[src/pkg/fcb_pkg.sv]
// Constants and types for the flag conditional branch unit.
// Assumes one core clock where four clocks make one instruction cycle (Q1 to Q4).
// Operation
// RULE1 - Branch on carry clear jumps when carry is zero, else falls through.
// RULE2 - Branch on carry clear is one word, upper byte 1110 0011, offset low.
// RULE3 - Branch on negative clear jumps when negative is zero, else falls through.
// RULE4 - Branch on negative clear is one word, upper byte 1110 0111, offset low.
// RULE5 - Offset is a two's complement byte, -128 to 127, doubled before adding.
// RULE6 - Taken target equals branch address plus 2 plus twice the offset.
// RULE7 - Not taken costs one cycle; taken writes PC in Q4 then idles one cycle.
// RULE8 - Not taken: decode, read literal, process, then no operation in Q4.
// RULE9 - None of these branches ever changes any status flag.
// RULE10 - Branch if negative set, upper byte 1110 0110, jumps when negative is one.
package fcb_pkg;

    localparam int          PC_W_DEF  = 21;
    localparam int          OFS_W     = 8;
    localparam int          OPC_MSB   = 15;
    localparam int          OPC_LSB   = 8;
    localparam logic [7:0]  OPC_NEG_SET = 8'he6;
    localparam logic [7:0]  OPC_CRY_CLR = 8'he3;
    localparam logic [7:0]  OPC_NEG_CLR = 8'he7;
    localparam int          PC_INC    = 2;
    localparam logic [1:0]  PH_Q1     = 2'h0;
    localparam logic [1:0]  PH_Q2     = 2'h1;
    localparam logic [1:0]  PH_Q3     = 2'h2;
    localparam logic [1:0]  PH_Q4     = 2'h3;

    typedef enum logic [1:0] {
        ST_IDLE = 2'b00,
        ST_EXEC = 2'b01,
        ST_NOP  = 2'b10
    } fcb_state_t;

    typedef enum logic [1:0] {
        OP_BRANCH_IF_NEGATIVE_SET   = 2'b00,
        OP_BRANCH_ON_CARRY_CLEAR    = 2'b01,
        OP_BRANCH_ON_NEGATIVE_CLEAR = 2'b10,
        OP_NONE                     = 2'b11
    } fcb_op_t;

endpackage

[src/design/fcb_branch_unit.sv]
// Conditional relative branch unit testing the negative and carry flags.
// Assumes instruction words arrive synchronous to clk_sys and each accepted word
// starts its own Q1; the flags are stable while the branch sits in Q3.
`timescale 1ns/100ps
module fcb_branch_unit #(
    parameter int PC_W = fcb_pkg::PC_W_DEF
) (
    input  wire logic                 clk_sys,
    input  wire logic                 rst_n,
    input  wire logic                 instr_valid,
    input  wire logic [15:0]          instr_word,
    input  wire logic [PC_W-1:0]      instr_pc,
    input  wire logic                 flag_n,
    input  wire logic                 flag_c,
    output logic                      instr_ready,
    output logic                      is_cond_branch,
    output logic [1:0]                q_phase,
    output logic                      busy,
    output logic                      pc_wr_en,
    output logic [PC_W-1:0]           pc_wr_data,
    output logic                      branch_taken,
    output logic                      instr_done,
    output logic                      flags_wr_en
);
    import fcb_pkg::*;

    typedef struct packed {
        fcb_state_t         st;
        logic [1:0]         ph;
        fcb_op_t            op;
        logic [15:0]        word;
        logic [OFS_W-1:0]   ofs;
        logic [PC_W-1:0]    base;
        logic               taken;
        logic               pc_we;
        logic [PC_W-1:0]    pc_wd;
        logic               done;
        logic               flags_we;
    } fcb_regs_t;

    fcb_regs_t       r_q;
    fcb_regs_t       r_d;
    fcb_op_t         dec_op;
    logic            accept;
    logic            cond;
    logic [PC_W-1:0] target;

    // Decode of the upper byte; any other word is not ours and is never taken.
    always_comb begin
        case (instr_word[OPC_MSB:OPC_LSB])
            OPC_NEG_SET: dec_op = OP_BRANCH_IF_NEGATIVE_SET; // RULE10
            OPC_CRY_CLR: dec_op = OP_BRANCH_ON_CARRY_CLEAR; // RULE2
            OPC_NEG_CLR: dec_op = OP_BRANCH_ON_NEGATIVE_CLEAR; // RULE4
            default: dec_op = OP_NONE;
        endcase
    end

    assign is_cond_branch = (dec_op != OP_NONE);
    assign instr_ready    = (r_q.st == ST_IDLE);
    assign accept         = instr_valid && instr_ready && is_cond_branch;

    // Flag test per opcode, evaluated in Q3.
    always_comb begin
        case (r_q.op)
            OP_BRANCH_IF_NEGATIVE_SET:   cond = flag_n; // RULE10
            OP_BRANCH_ON_CARRY_CLEAR:    cond = !flag_c; // RULE1
            OP_BRANCH_ON_NEGATIVE_CLEAR: cond = !flag_n; // RULE3
            default:                     cond = 1'b0;
        endcase
    end

    fcb_target_adder #(
        .PC_W    (PC_W)
    ) u_adder (
        .pc_base (r_q.base),
        .offset  (r_q.ofs),
        .target  (target)
    );

    always_comb begin
        r_d       = r_q;
        r_d.pc_we = 1'b0;
        r_d.done  = 1'b0;
        // Flags are never written by these branches, taken or not.
        r_d.flags_we = 1'b0; // RULE9
        case (r_q.st)
            ST_IDLE: begin
                r_d.ph = PH_Q1;
                // Q1 decode happens in the accepting clock itself.
                if (accept) begin
                    r_d.st    = ST_EXEC;
                    r_d.ph    = PH_Q2;
                    r_d.op    = dec_op;
                    r_d.word  = instr_word;
                    r_d.base  = instr_pc;
                    r_d.taken = 1'b0;
                end
            end
            ST_EXEC: begin
                case (r_q.ph)
                    PH_Q2: begin
                        // Read the offset literal from the low byte.
                        r_d.ofs = r_q.word[OFS_W-1:0]; // RULE8
                        r_d.ph  = PH_Q3;
                    end
                    PH_Q3: begin
                        // Process: the outcome shows during Q4, as a PC write or as done.
                        r_d.ph    = PH_Q4;
                        r_d.taken = cond;
                        r_d.pc_we = cond; // RULE7
                        r_d.pc_wd = cond ? target : r_q.pc_wd; // RULE6
                        r_d.done  = !cond; // RULE8
                    end
                    PH_Q4: begin
                        r_d.ph = PH_Q1;
                        if (r_q.taken) begin
                            r_d.st = ST_NOP; // RULE7
                        end else begin
                            r_d.st = ST_IDLE;
                        end
                    end
                    default: begin
                        r_d.st = ST_IDLE;
                        r_d.ph = PH_Q1;
                    end
                endcase
            end
            ST_NOP: begin
                // A whole idle instruction cycle follows a taken branch.
                r_d.ph = r_q.ph + 2'h1;
                if (r_q.ph == PH_Q3) begin
                    r_d.done = 1'b1; // RULE7
                end
                if (r_q.ph == PH_Q4) begin
                    r_d.st = ST_IDLE;
                    r_d.ph = PH_Q1;
                end
            end
            default: begin
                r_d.st = ST_IDLE;
                r_d.ph = PH_Q1;
            end
        endcase
    end

    always_ff @(posedge clk_sys) begin
        if (!rst_n) begin
            r_q          <= '0;
            r_q.st       <= ST_IDLE;
            r_q.op       <= OP_NONE;
        end else begin
            r_q          <= r_d;
        end
    end

    assign q_phase      = r_q.ph;
    assign busy         = (r_q.st != ST_IDLE);
    assign pc_wr_en     = r_q.pc_we;
    assign pc_wr_data   = r_q.pc_wd;
    assign branch_taken = r_q.taken;
    assign instr_done   = r_q.done;
    assign flags_wr_en  = r_q.flags_we;

    // Checks on the behaviour above.
    logic            in_q3;
    logic [PC_W-1:0] exp_target;

    assign in_q3      = (r_q.st == ST_EXEC) && (r_q.ph == PH_Q3);
    assign exp_target = r_q.base + PC_W'(PC_INC)
                      + PC_W'($signed(r_q.ofs)) + PC_W'($signed(r_q.ofs));
endmodule

[src/design/fcb_target_adder.sv]
// Branch target adder: instruction address plus two plus twice the signed offset.
// Assumes the address is a byte address and wraps at the width of the counter.
`timescale 1ns/100ps
module fcb_target_adder #(
    parameter int PC_W = fcb_pkg::PC_W_DEF
) (
    input  wire logic [PC_W-1:0]          pc_base,
    input  wire logic [fcb_pkg::OFS_W-1:0] offset,
    output logic      [PC_W-1:0]          target
);
    import fcb_pkg::*;

    logic [PC_W-1:0] ofs_twice;
    logic [PC_W-1:0] inc;

    // The byte is sign extended first so that negative offsets reach backward.
    assign ofs_twice = {{(PC_W-OFS_W-1){offset[OFS_W-1]}}, offset, 1'b0}; // RULE5
    assign inc       = PC_W'(PC_INC);
    assign target    = pc_base + inc + ofs_twice; // RULE6

endmodule

[config.mk]
export PLATFORM = sky130hd
export DESIGN_NAME = fcb_branch_unit
export DESIGN_NICKNAME = d
export VERILOG_FILES = /design/src/pkg/fcb_pkg.sv /design/src/design/fcb_branch_unit.sv /design/src/design/fcb_target_adder.sv
export SDC_FILE = /design/constraint.sdc
export NUM_CORES = 1
export LEC_CHECK = 0
export CAP_MARGIN = 20
export CORE_AREA = 2 2 83 85
export CTS_BUF_LIST = sky130_fd_sc_hd__clkbuf_4 sky130_fd_sc_hd__clkbuf_8 sky130_fd_sc_hd__clkbuf_16
export DETAILED_ROUTE_END_ITERATION = 6
export DIE_AREA = 0 0 85 87
export DONT_BUFFER_PORTS = 1
export PLACE_DENSITY = 0.88
export SYNTH_ARGS = -nofsm -noshare
export SYNTH_HDL_FRONTEND = slang
export SYNTH_SLANG_ARGS = --single-unit
[constraint.sdc]
create_clock -name clk_sys -period 5.2 [get_ports clk_sys]
set_clock_uncertainty 0.1 [all_clocks]
set_input_delay 0.52 -clock clk_sys [delete_from_list [all_inputs] [get_ports clk_sys]]
set_output_delay 0.52 -clock clk_sys [all_outputs]
set_load 0.03 [all_outputs]
---- Word-level counts from Yosys, hierarchy flattened ----
Cells that the tools add are included.
cells by class
  add/sub/neg operators ................... 3
  reduce and logical (&&, ||, !) cells .... 16
  mux-type cells .......................... 14
  equality and inequality tests ........... 15
operators by type and width
  cell                                                 count
  equality test 8 bit, second input constant           3
  2-to-1 mux 24 bit                                    1
  2-to-1 mux 22 bit                                    1
  adder 21 x 2 -> 21 bit, second input constant        1
  adder 21 bit                                         1
  2-to-1 mux 21 bit                                    1
  case mux 4 bit (3 select lines)                      1
  AND reduction 3 bit                                  4
  equality test 2 bit, second input constant           4
  != test 2 bit, second input constant                 4
  case mux 2 bit (2 select lines)                      2
  equality test 2 x 1 -> 1 bit, second input constant  3
  case mux 2 bit (3 select lines)                      1
  zero test 2 bit                                      2
  2-to-1 mux 4 bit                                     1
  case mux 1 bit (2 select lines)                      2
  AND reduction 2 bit                                  2
  nonzero test 2 bit                                   2
  zero test 1 bit                                      3
  case mux 1 bit (3 select lines)                      1
  adder 2 x 1 -> 2 bit, second input constant          1
  logical AND 1 bit                                    2
  2-to-1 mux 1 bit                                     2
  2-to-1 mux 2 bit                                     1
  other kinds (2)                                      2
storage, ports and cells
  register bits ........................... 76
  output and inout bits ................... 30
  word-level logic and storage cells ...... 59

---- Longest topological paths before layout ----
Gate-level depths: netlist of the first run.
  depth in word-level cells ............... 6
  depth in mapped cells ................... 12
  mapped depth without buffers ............ 12

---- By module ----
A second synthesis of the first run with hierarchy kept.
unflattened totals
  cells, all modules ...................... 457
  area, all modules ....................... 4101.4 um2
modules (own cells, without submodules)
  module            area each (um2)  cells an instance  times used
  fcb_branch_unit   2802.7           286                1
  fcb_target_adder  1298.7           171                1

---- Least setup slack after synthesis of the first run ----
No wires, ideal clock.
  path type ............................... input port to flip-flop
  from .................................... input instr_word[12]
  to ...................................... register r_q[71] in the netlist's numbering
  data required time ...................... 4.972 ns
  library setup time ...................... 0.128 ns
  stages .................................. 6
  arrival ................................. 2.825 ns
  path slack .............................. 2.147 ns
  path buffers ............................ 1
  cell sequence ........................... nand4b_1 nor4b_1 nand3_1 clkbuf_1 a21oi_1 o31ai_1
on the way
  longest elaborated chain between the ends .. 5
  elaborated cells on any way between the ends .. 7
ends and longest elaborated chain
  what                                    line                    source
  start, declared                         fcb_branch_unit.sv:11   input wire logic [15:0] instr_word,
  equality test 8 bit                     fcb_branch_unit.sv:50   case (instr_word[OPC_MSB:OPC_LSB])
  case mux 2 bit (3 select lines) *       fcb_branch_unit.sv:50
  != test 2 bit *                         fcb_branch_unit.sv:58   assign is_cond_branch = (dec_op != OP_NONE);
  named net is_cond_branch                fcb_branch_unit.sv:16   output logic is_cond_branch,
  logical AND 1 bit *                     fcb_branch_unit.sv:60   assign accept = instr_valid && instr_ready && is_cond_branch;
  AND reduction 2 bit (no source line) *  n/a
  end signal, assigned                    fcb_branch_unit.sv:152  r_q <= r_d;
  end, declared                           fcb_branch_unit.sv:41   fcb_regs_t r_q;
Mark *: on every way through the listed nets, which the timed path passes. The rest lies on a longest branch.
A chain may end at the register's enable or synchronous reset.

---- Worst setup path after layout of the first run ----
  from .................................... register r_q[53] in the netlist's numbering
  to ...................................... register r_q, in the netlist pc_wr_data[20]
on the way
  longest elaborated chain between the ends .. 1
ends and longest elaborated chain
  what          line                    source
  adder 21 bit  fcb_target_adder.sv:19  assign target = pc_base + inc + ofs_twice;
Every way passes these cells.

==> reports/qor.csv, run 1 <==
stage,metric,value,unit
yosys,syn avg cell area,8.00,um2
yosys,register area share after synthesis,33.6,%
grt,met2 usage,39.1,%
yosys,mux cell area share after synthesis,1.07,%
pwr,Sw Pwr,0.000242,W
place,Placed Instances,532,
timing,setup total negative slack,0,ns
clocking,post-cts sizing count,0,
die,core area,6570,um2
clocking,Root Driver,clkbuf_8,
die,row cnt,30,
pwr,Leakage,1.58,nW
grt,GR peak layer,met2,
drt,DRC violations left,0,
timing,worst-margin pin slew,1.06,ns
drt,drt total wl,8.91,mm
run,max cap viols,0,
setup_path,CP Max Fanout,14,
place,HPWL after DPL,6.44,mm
worst_hold_path,hold path startpoint,rst_n,
setup_path,R2R setup slack,1.98,ns
grt,largest net degree at the start of global routing,56,
setup_path,cell mode on critical path,ha_1,
clocking,"CTS clk-pin slew, worst paths",0.09,ns
grt,vias in the first global route,3229,
die,# IOs,72,
pwr,P_int,0.000747,W
pwr,combinational group share of total power,1.6,%
setup_path,Critical path origin,r_q[53],
clocking,Max Buffers Root-to-Sink,2,
pwr,pwr dens,244,nW/um2
grt,met3 usage,6.26,%
setup_path,max incr delay on CP,0.65,ns
pwr,sequential power share,52.0,%
yosys,Synthesized Nets,586,
setup_path,worst path cell trace,"ha_1, ha_1, a21oi_2, o21bai_1, a211o_1, or3_1, or4b_1, nand3_1",
yosys,Post-Synth Adder-Cell Area,14.3,%
timing,RSZ-0062 raised after global routing,false,
timing,post-layout min period,3.22,ns
yosys,YS warnings,0,
grt,first-pass GRT wire length,14.6,mm
drt,drt initial violations,289,
drt,vias after detailed routing,3438,
pwr,Clock Power Share,46.4,%
yosys,asr flop ratio synth,0,%
cells_and_area,"Core Util, Final",61.7,%
clocking,# hold bufs at CTS,0,
timing,Final WS setup,1.98,ns
yosys,largest family of logic cells by synthesized area,compound AO/OA/AOI/OAI gates,
die,Die Ht,87,um
timing,Max Freq,311,MHz
cells_and_area,Layout area overhead,1.47,%
pwr,switching share of power,24.5,%
yosys,top_reg_cell synth,dfxtp_1,
die,die area,7400,um2
setup_path,crit start category,flop,
drt,Final ANT Viol Nets,0,
yosys,Synth Register Bits,67,
drt,Vias per Instance,6.26,
clocking,CTS tree,built,
yosys,Synth Instances,499,
yosys,Compound-Gate Fraction of Synth Area,20.8,%
timing,Hold Fails Final Rpt,0,
setup_path,Critical Path Sink Type,flop,
status,status,finished clean,
setup_path,Critical Path AT,3.43,ns
worst_hold_path,hold crit path type,in -> reg,
clocking,clk_lat worst skew,0.36,ns
cells_and_area,fin cells,549,
clocking,Clock Sink Count,67,
grt,M1 GR Usage,31.6,%
setup_path,Reg2Reg Launch Point,r_q[53],
clocking,postcts setup bufs,0,
yosys,Post-Synth Simple-Gate Area,19.4,%
yosys,Post-synth EDFFs,0,
yosys,area of the mapped netlist,3990,um2
yosys,Post-Synth XOR/XNOR Area,1.75,%
setup_path,cell with the largest stage delay on the worst path,dfxtp_1,
pwr,VDD IR-drop max,0.000151,V
timing,crit share post-route,61.8,%
die,Starting Density,60.8,%
drt,wire per inst,16.2,um
grt,GRT Total Usage,24.7,%
setup_path,critical path type,reg -> reg,
place,gpl congestion,0.960,
grt,initial antenna violation count,0,
die,Die Wd,85,um
clocking,H-tree depth,3,
place,"worst slack, placed",2.04,ns
drt,DR pass1 iterations,7,
timing,Slew HR,29.4,%
place,I/O Buffers,0,
timing,fin. max-slew vios,0,
cells_and_area,nets@finish,551,
cells_and_area,# diodes,0,
yosys,Netlist cell types,61,
grt,GR Overflow Total,0,
setup_path,Crit path required time,5.41,ns
clocking,CTS buffer count,9,
cells_and_area,share of cells above drive strength 1,5.76,%
timing,final setup violation count,0,
[registers in the layout (all words and copies together), names as in the netlist]
name,count
q_phase,2
pc_wr_data,21
branch_taken,1
instr_done,1
pc_wr_en,1
r_q,41
[worst paths after layout]
kind         depth (start not counted)              to
max                                  8  pc_wr_data[20]
min                                  1         r_q[70]
max reg2reg                          8  pc_wr_data[20]
min reg2reg                          2         r_q[58]
[power groups by stage]
stage / Combinational, W / Sequential [W] / Clock, W
floorplan: 0.0000154 / 0.000526 / 0
global placement: 0.0000149 / 0.000527 / 0
detailed placement: 0.0000153 / 0.000527 / 0
CTS: 0.0000154 / 0.000514 / 0.000461
global route: 0.0000171 / 0.000515 / 0.000485
finish: 0.0000154 / 0.000514 / 0.000459
[placed cells by master, fill, tap and decap left out, drive strengths merged, types with 3 or more instances in the layout]
master | synthesis | routed
dfxtp | 67 | 67
nor2 | 19 | 19
nand3 | 26 | 26
o21bai | 3 | 3
o21a | 4 | 4
a2111oi | 4 | 4
o31ai | 3 | 3
o21ai | 18 | 18
xor2 | 3 | 3
a21o | 4 | 4
or2 | 3 | 3
o211ai | 4 | 4
nor4b | 3 | 3
nor3 | 8 | 8
inv | 23 | 27
nand2 | 90 | 90
xnor2 | 5 | 5
ha | 44 | 44
a211oi | 8 | 8
nand2b | 3 | 3
a31oi | 3 | 3
a21oi | 63 | 63
clkbuf | 20 | 9
nand4 | 3 | 3
or3 | 4 | 4
[routing by layer]
layer / part of all wire [%] / vias up / wire [um]
met5: 0 / - / 0
met4: 2.9 / 0 / 261
met3: 7.7 / 27 / 685
met2: 45 / 151 / 3980
met1: 45 / 1596 / 3990
li1: - / 1664 / -
[metrics by stage]
step	area, um2	total power [W]	hold slack, ns
finish	4050	0.000989	0.141
global route	4050	0.00102	0.138
CTS	4040	0.000991	0.132
detailed placement	3830	0.000542	0.349
global placement	3830	0.000541	0.345
floorplan	3990	0.000542	0.332
[critical path, delay by kind of cell, from the launching register on]
kind	cells	cell delay, ns
flip-flops	1	0.65
adder cells (fa/ha/maj)	2	0.74
AND/OR/NAND/NOR	3	0.96
AO/OA/AOI/OAI	3	0.71
[layout make-up]
class,instances,area [um2]
Tap cell,80,100
Clock buffer,9,124
Inverter,23,86.3
Sequential cell,67,1340
Multi-Input combinational cell,361,2300
Fill cell,590,2520
Clock inverter,7,82.6
Timing Repair Buffer,2,18.8
[Yosys cell counts (all sizes together) (4+ instances only)]
library cell / count / area [um2]
xnor2: 5 / 43.8
clkbuf: 20 / 75.1
o21a: 4 / 30.0
a21oi: 63 / 319
a21o: 4 / 30.0
buf: 28 / 198
a211oi: 8 / 60.1
o211ai: 4 / 30.0
o21ai: 18 / 90.1
or3: 4 / 25.0
dfxtp: 67 / 1340
nand3: 26 / 130
inv: 23 / 86.3
nor3: 8 / 40.0
nand2: 90 / 338
ha: 44 / 551
nor2: 19 / 71.3
a2111oi: 4 / 36.3
[logic make-up after synthesis]
group                      Yosys count
and+or+nand+nor                    170
AOI/OAI and AO/OA                  133
buffers and inverters               71
DFF                                 67
adders and majority gates           45
xor gates and xnor gates             8
muxes                                4
other                                1
(Power assumes the default switching activity.)
==> inputs of run 2 (changes only) <==
clock period = 3.1 ns   (was 5.2 ns; I/O delays follow)
==> run 2 against run 1 <==
Compared with the run above:
- via count grew 2.9%
- die area unchanged
- clock-buffer cell count did not move
- setup slack lost 1.9 ns
- routed wire length up 5.7%
- critical endpoint unchanged
- combinational power rose to 3.2 times the previous value
- largest power group unchanged
- total power rose by 69%
==> reports/qor.csv, run 2 (synthesized netlist as in run 1, its figures left out) <==
stage,metric,value,unit,change
die,core area,6570,um2,unchanged
timing,Hold Fails Final Rpt,0,,unchanged
timing,RSZ-0062 raised after global routing,true,,was false
pwr,Leakage,1.70,nW,was 1.58 nW
status,status,finished clean,,unchanged
die,Die Wd,85,um,unchanged
die,Starting Density,60.8,%,unchanged
drt,drt total wl,9.42,mm,was 8.91 mm
setup_path,cell family with most CP delay,simple AND/OR/NAND/NOR gates,,unchanged
grt,GRT Total Usage,26.1,%,was 24.7%
setup_path,Critical Path Sink Type,flop,,unchanged
clocking,Max Buffers Root-to-Sink,2,,unchanged
timing,fin. max-slew vios,0,,unchanged
cells_and_area,# diodes,0,,unchanged
clocking,Clock Sink Count,67,,unchanged
die,Die Ht,87,um,unchanged
grt,first-pass GRT wire length,15.5,mm,was 14.6 mm
pwr,Pwr Total,0.00167,W,was 0.000989 W
cells_and_area,nets@finish,580,,was 551
clocking,CTS tree,built,,unchanged
grt,vias in the first global route,3294,,was 3229
place,HPWL after DPL,6.74,mm,was 6.44 mm
clocking,Root Driver,clkbuf_8,,unchanged
setup_path,critical path type,reg -> reg,,unchanged
timing,Max Freq,335,MHz,was 311 MHz
setup_path,CP Max Fanout,4,,was 14
clocking,H-tree depth,3,,unchanged
grt,GR Overflow Total,0,,unchanged
place,"worst slack, placed",0.181,ns,was 2.04 ns
timing,final setup violation count,0,,unchanged
timing,Final WS setup,0.118,ns,was 1.98 ns
cells_and_area,max reg flops,41,,unchanged
cells_and_area,Reg with most FFs,r_q,,unchanged
setup_path,Buf/Inv on CP,1,,was 0
place,I/O Buffers,0,,unchanged
drt,wire per inst,16.3,um,was 16.2 um
cells_and_area,most frequent cells in the layout,"nand2_1 (90), dfxtp_1 (66), a21oi_1 (62), ha_1 (43), nand3_1 (26)",,"was nand2_1 (90), dfxtp_1 (67), a21oi_1 (62), ha_1 (44), nand3_1 (26)"
cells_and_area,share of cells above drive strength 1,8.03,%,was 5.76%
drt,drt initial violations,349,,was 289
setup_path,cell mode on critical path,ha_1,,unchanged
drt,DRC violations left,0,,unchanged
drt,Vias per Instance,6.12,,was 6.26
clocking,"CTS clk-pin slew, worst paths",0.08,ns,was 0.09 ns
setup_path,cell with the largest stage delay on the worst path,or4b_1,,was dfxtp_1
clocking,CTS buffer count,9,,unchanged
place,gpl congestion,1.02,,was 0.960
run,max cap viols,0,,unchanged
cells_and_area,"most common cell after layout, fill and taps aside",nand2_1,,unchanged
pwr,VDD IR-drop max,0.000256,V,was 0.000151 V
grt,initial antenna violation count,0,,unchanged
drt,vias after detailed routing,3537,,was 3438
timing,worst-margin pin slew,0.897,ns,was 1.06 ns
cells_and_area,Layout area overhead,8.56,%,was 1.47%
pwr,pwr dens,385,nW/um2,was 244 nW/um2
timing,crit share post-route,96.2,%,was 61.8%
die,die area,7400,um2,unchanged
clocking,clk_lat worst skew,0.35,ns,was 0.36 ns
grt,largest net degree at the start of global routing,56,,unchanged
worst_hold_path,hold crit path type,in -> reg,,unchanged
setup_path,Critical Path AT,3.18,ns,was 3.43 ns
timing,Slew HR,40.1,%,was 29.4%
drt,DR pass1 iterations,6,,was 7
setup_path,worst path cell trace,"ha_1, ha_1, and2_4, a221oi_2, a2111oi_2, buf_4, or3_4, or4b_1, nand3_1",,"was ha_1, ha_1, a21oi_2, o21bai_1, a211o_1, or3_1, or4b_1, nand3_1"
setup_path,max incr delay on CP,0.52,ns,was 0.65 ns
clocking,postcts setup bufs,0,,unchanged
drt,Final ANT Viol Nets,0,,unchanged
setup_path,crit start category,flop,,unchanged
setup_path,Crit path required time,3.29,ns,was 5.41 ns
timing,post-layout min period,2.98,ns,was 3.22 ns
die,# IOs,72,,unchanged
die,row cnt,30,,unchanged
run 2: area by class of cell:
| type | count | area [um2] |
|---|---|---|
| well taps | 80 | 100 |
| flip-flops and latches | 67 | 1340 |
| inverters | 23 | 86.3 |
| clock inverters | 7 | 82.6 |
| multi-input cells | 361 | 2310 |
| repair buffers | 31 | 285 |
| fillers | 557 | 2230 |
| clock buffers | 9 | 124 |
run 2: per-stage QoR:
stage          instance area [um2]  TNS (ns)  hold slack, ns  std cells  utilization (%)
2_1_floorplan                 3990         0           0.332        499                -
3_3_place_gp                  3900         0           0.278        541             59.4
3_5_place_dp                  3900         0           0.280        541             59.4
4_1_cts                       4320         0        0.000406        578             65.7
5_1_grt                       4330   -0.0200         0.00521        578             66.0
6_report                      4330         0         0.00175        578             66.0
run 2: layer usage:
metal  wire length (um)  track usage (%)  vias to the layer above
li1                   -                -                     1734
met1               4120             33.8                     1627
met4                207             11.4                        0
met5                  0                0                        -
met2               4420             42.6                      155
met3                669             4.83                       21
run 2: worst paths after layout:
check	end	slack (ns)	start	depth (start not counted)
max	pc_wr_data[20]	0.12	r_q[32]	9
min	r_q[58]	0.002	instr_word[4]	2
max reg2reg	pc_wr_data[20]	0.12	r_q[32]	9
min reg2reg	r_q[46]	0.36	r_q[46]	2
run 2: worst reg2reg max path: stages (launching register included):
cell and delay, ns:
dfxtp_1 0.32, ha_1 0.30, ha_1 0.36, and2_4 0.19, a221oi_2 0.35, a2111oi_2 0.15, buf_4 0.18, or3_4 0.37
or4b_1 0.52, nand3_1 0.09
run 2: report_power, final:
group          switching, W  internal (W)
combinational     0.0000251     0.0000239
clock              0.000373      0.000385
sequential       0.00000158      0.000861
run 2: what timing repair did:
item | CTS | global route
gates resized for setup | 0 | 6
hold buffers | 21 | 0
setup endpoints to repair | 0 | 5
hold endpoints to repair | 24 | 0
==> inputs of run 3 (changes only) <==
--- a/constraint.sdc
+++ b/constraint.sdc
@@ -3,3 +3,3 @@
 set_input_delay 0.31 -clock clk_sys [delete_from_list [all_inputs] [get_ports clk_sys]]
 set_output_delay 0.31 -clock clk_sys [all_outputs]
-set_load 0.03 [all_outputs]
+set_load 0.05 [all_outputs]
==> run 3 against run 2 <==
Compared with the run above:
- sequential share of layout area decreased by 0.41 points
- setup slack gained 0.012 ns
- worst hold slack gained 0.0080 ns
- largest power group is now clock
==> reports/qor.csv, run 3 (synthesized netlist as in run 1, its figures left out) <==
stage,metric,value,unit,change
clocking,CTS tree,built,,unchanged
status,status,finished clean,,unchanged
cells_and_area,fin cells,582,,was 578
place,HPWL after DPL,7.01,mm,was 6.74 mm
place,I/O Buffers,0,,unchanged
place,Placed Area,3930,um2,was 3900 um2
timing,Hold Fails Final Rpt,0,,unchanged
cells_and_area,sequential cell area,1340,um2,unchanged
drt,Vias per Instance,6.04,,was 6.12
setup_path,Critical Path Sink Type,flop,,unchanged
timing,fin. max-slew vios,0,,unchanged
cells_and_area,# diodes,0,,unchanged
cells_and_area,Layout area overhead,10.0,%,was 8.56%
pwr,pwr dens,412,nW/um2,was 385 nW/um2
cells_and_area,max reg flops,41,,unchanged
place,"worst slack, placed",0.124,ns,was 0.181 ns
drt,wire per inst,16.4,um,was 16.3 um
die,die area,7400,um2,unchanged
timing,RSZ-0062 raised after global routing,true,,unchanged
drt,highest metal used,met4,,unchanged
timing,worst-margin pin slew,0.879,ns,was 0.897 ns
pwr,Leakage,1.75,nW,was 1.70 nW
grt,largest net degree at the start of global routing,56,,unchanged
clocking,Max Buffers Root-to-Sink,2,,unchanged
grt,vias in the first global route,3423,,was 3294
timing,crit share post-route,95.8,%,was 96.2%
drt,drt total wl,9.53,mm,was 9.42 mm
pwr,VDD IR-drop max,0.000300,V,was 0.000256 V
clocking,Clock Sink Count,67,,unchanged
clocking,"CTS clk-pin slew, worst paths",0.08,ns,about the same
drt,drt initial violations,179,,was 349
place,gpl congestion,0.928,,was 1.02
cells_and_area,nets@finish,584,,was 580
die,Die Ht,87,um,unchanged
die,# IOs,72,,unchanged
drt,Final ANT Viol Nets,0,,unchanged
drt,wl on met1,4.23,mm,was 4.12 mm
cells_and_area,share of cells above drive strength 1,8.17,%,was 8.03%
setup_path,Critical Path AT,3.16,ns,was 3.18 ns
timing,post-layout min period,2.97,ns,was 2.98 ns
drt,met2 wire length,4.47,mm,was 4.42 mm
drt,vias after detailed routing,3513,,was 3537
clocking,clk_lat worst skew,0.35,ns,about the same
run,max cap viols,0,,unchanged
grt,GRT Total Usage,26.9,%,was 26.1%
die,Starting Density,60.8,%,unchanged
die,row cnt,30,,unchanged
die,Die Wd,85,um,unchanged
clocking,H-tree depth,3,,unchanged
setup_path,critical path type,reg -> reg,,unchanged
clocking,CTS buffer count,9,,unchanged
place,Placed Instances,545,,was 541
clocking,Root Driver,clkbuf_8,,unchanged
timing,Max Freq,337,MHz,was 335 MHz
worst_hold_path,hold crit path type,in -> reg,,unchanged
setup_path,crit start category,flop,,unchanged
drt,DR pass1 iterations,5,,was 6
timing,final setup violation count,0,,unchanged
cells_and_area,most frequent cells in the layout,"nand2_1 (90), dfxtp_1 (66), a21oi_1 (62), ha_1 (44), nand3_1 (26)",,"was nand2_1 (90), dfxtp_1 (66), a21oi_1 (62), ha_1 (43), nand3_1 (26)"
setup_path,CP Max Fanout,3,,was 4
cells_and_area,"most common cell after layout, fill and taps aside",nand2_1,,unchanged
timing,Final WS setup,0.130,ns,was 0.118 ns
timing,Slew HR,41.3,%,was 40.1%
drt,DRC violations left,0,,unchanged
grt,initial antenna violation count,0,,unchanged
cells_and_area,Finished Cell Area,4390,um2,was 4330 um2
cells_and_area,fill count,538,,was 557
clocking,postcts setup bufs,0,,unchanged
cells_and_area,Reg with most FFs,r_q,,unchanged
grt,first-pass GRT wire length,15.9,mm,was 15.5 mm
drt,WL met3,665,um,was 669 um
die,core area,6570,um2,unchanged
setup_path,Crit path required time,3.29,ns,about the same
grt,GR Overflow Total,0,,unchanged
cells_and_area,Multi-input gate area,2300,um2,was 2310 um2
timing,WHS,0.00977,ns,was 0.00175 ns
-- run 3: cell count changes in the layout (fill, tap and decap cells not counted), sizes merged --
| cell | before | now |
|---|---|---|
| buf | 10 | 14 |
| bufinv | 1 | 3 |
| clkinv | 2 | 1 |
| inv | 27 | 26 |
-- run 3: critical path, cell delays in order (launching register included) --
cell	delay [ns]
dfxtp_1	0.32
ha_1	0.29
ha_1	0.24
inv_1	0.08
fa_1	0.20
nor2b_1	0.07
o211ai_1	0.32
a2111oi_1	0.15
buf_4	0.17
or3_1	0.37
or4b_1	0.52
nand3_1	0.09
-- run 3: repair_timing --
action                     4_1_cts  5_1_grt
hold buffers                    21        0
setup endpoints to repair        0        3
hold endpoints to repair        23        0
resized for setup                0        3
-- run 3: worst paths after layout --
kind | from | endpoint | slack, ns | cells past startpoint
worst min register to register | r_q[25] | pc_wr_data[0] | 0.36 | 2
worst min-delay path | instr_pc[18] | r_q[43] | 0.01 | 2
worst max-delay path | r_q[27] | pc_wr_data[20] | 0.13 | 11
worst max register to register | r_q[27] | pc_wr_data[20] | 0.13 | 11
-- run 3: per-stage QoR --
stage	util [%]	setup TNS (ns)	power (W)
after CTS	66.8	0	0.00182
after detailed placement	59.8	0	0.000911
after global routing	66.9	-0.0166	0.00186
final	66.9	0	0.00181
after floorplan	-	0	0.000911
after global placement	59.8	0	0.000911
-- run 3: per-layer routing --
| layer | GRT usage, % | vias up |
|---|---|---|
| li1 | - | 1731 |
| met1 | 34.0 | 1631 |
| met2 | 45.6 | 138 |
| met3 | 5.50 | 13 |
| met4 | 9.81 | 0 |
| met5 | 0 | - |
-- run 3: layout make-up --
cell class / count / area share (%)
clock inverters: 7 / 2.76
well taps: 80 / 2.28
clock buffers: 9 / 2.82
repair buffers: 35 / 7.18
multi-input cells: 361 / 52.4
inverters: 23 / 1.97
flip-flops and latches: 67 / 30.6
-- run 3: where the power goes --
| group | total, W | switching, W | internal (W) | leakage (nW) |
|---|---|---|---|---|
| sequential | 0.000863 | 0.00000192 | 0.000861 | 0.540 |
| combinational | 0.0000497 | 0.0000258 | 0.0000239 | 1.08 |
| clock | 0.000898 | 0.000357 | 0.000541 | 0.125 |
| total | 0.00181 | 0.000385 | 0.00143 | 1.75 |
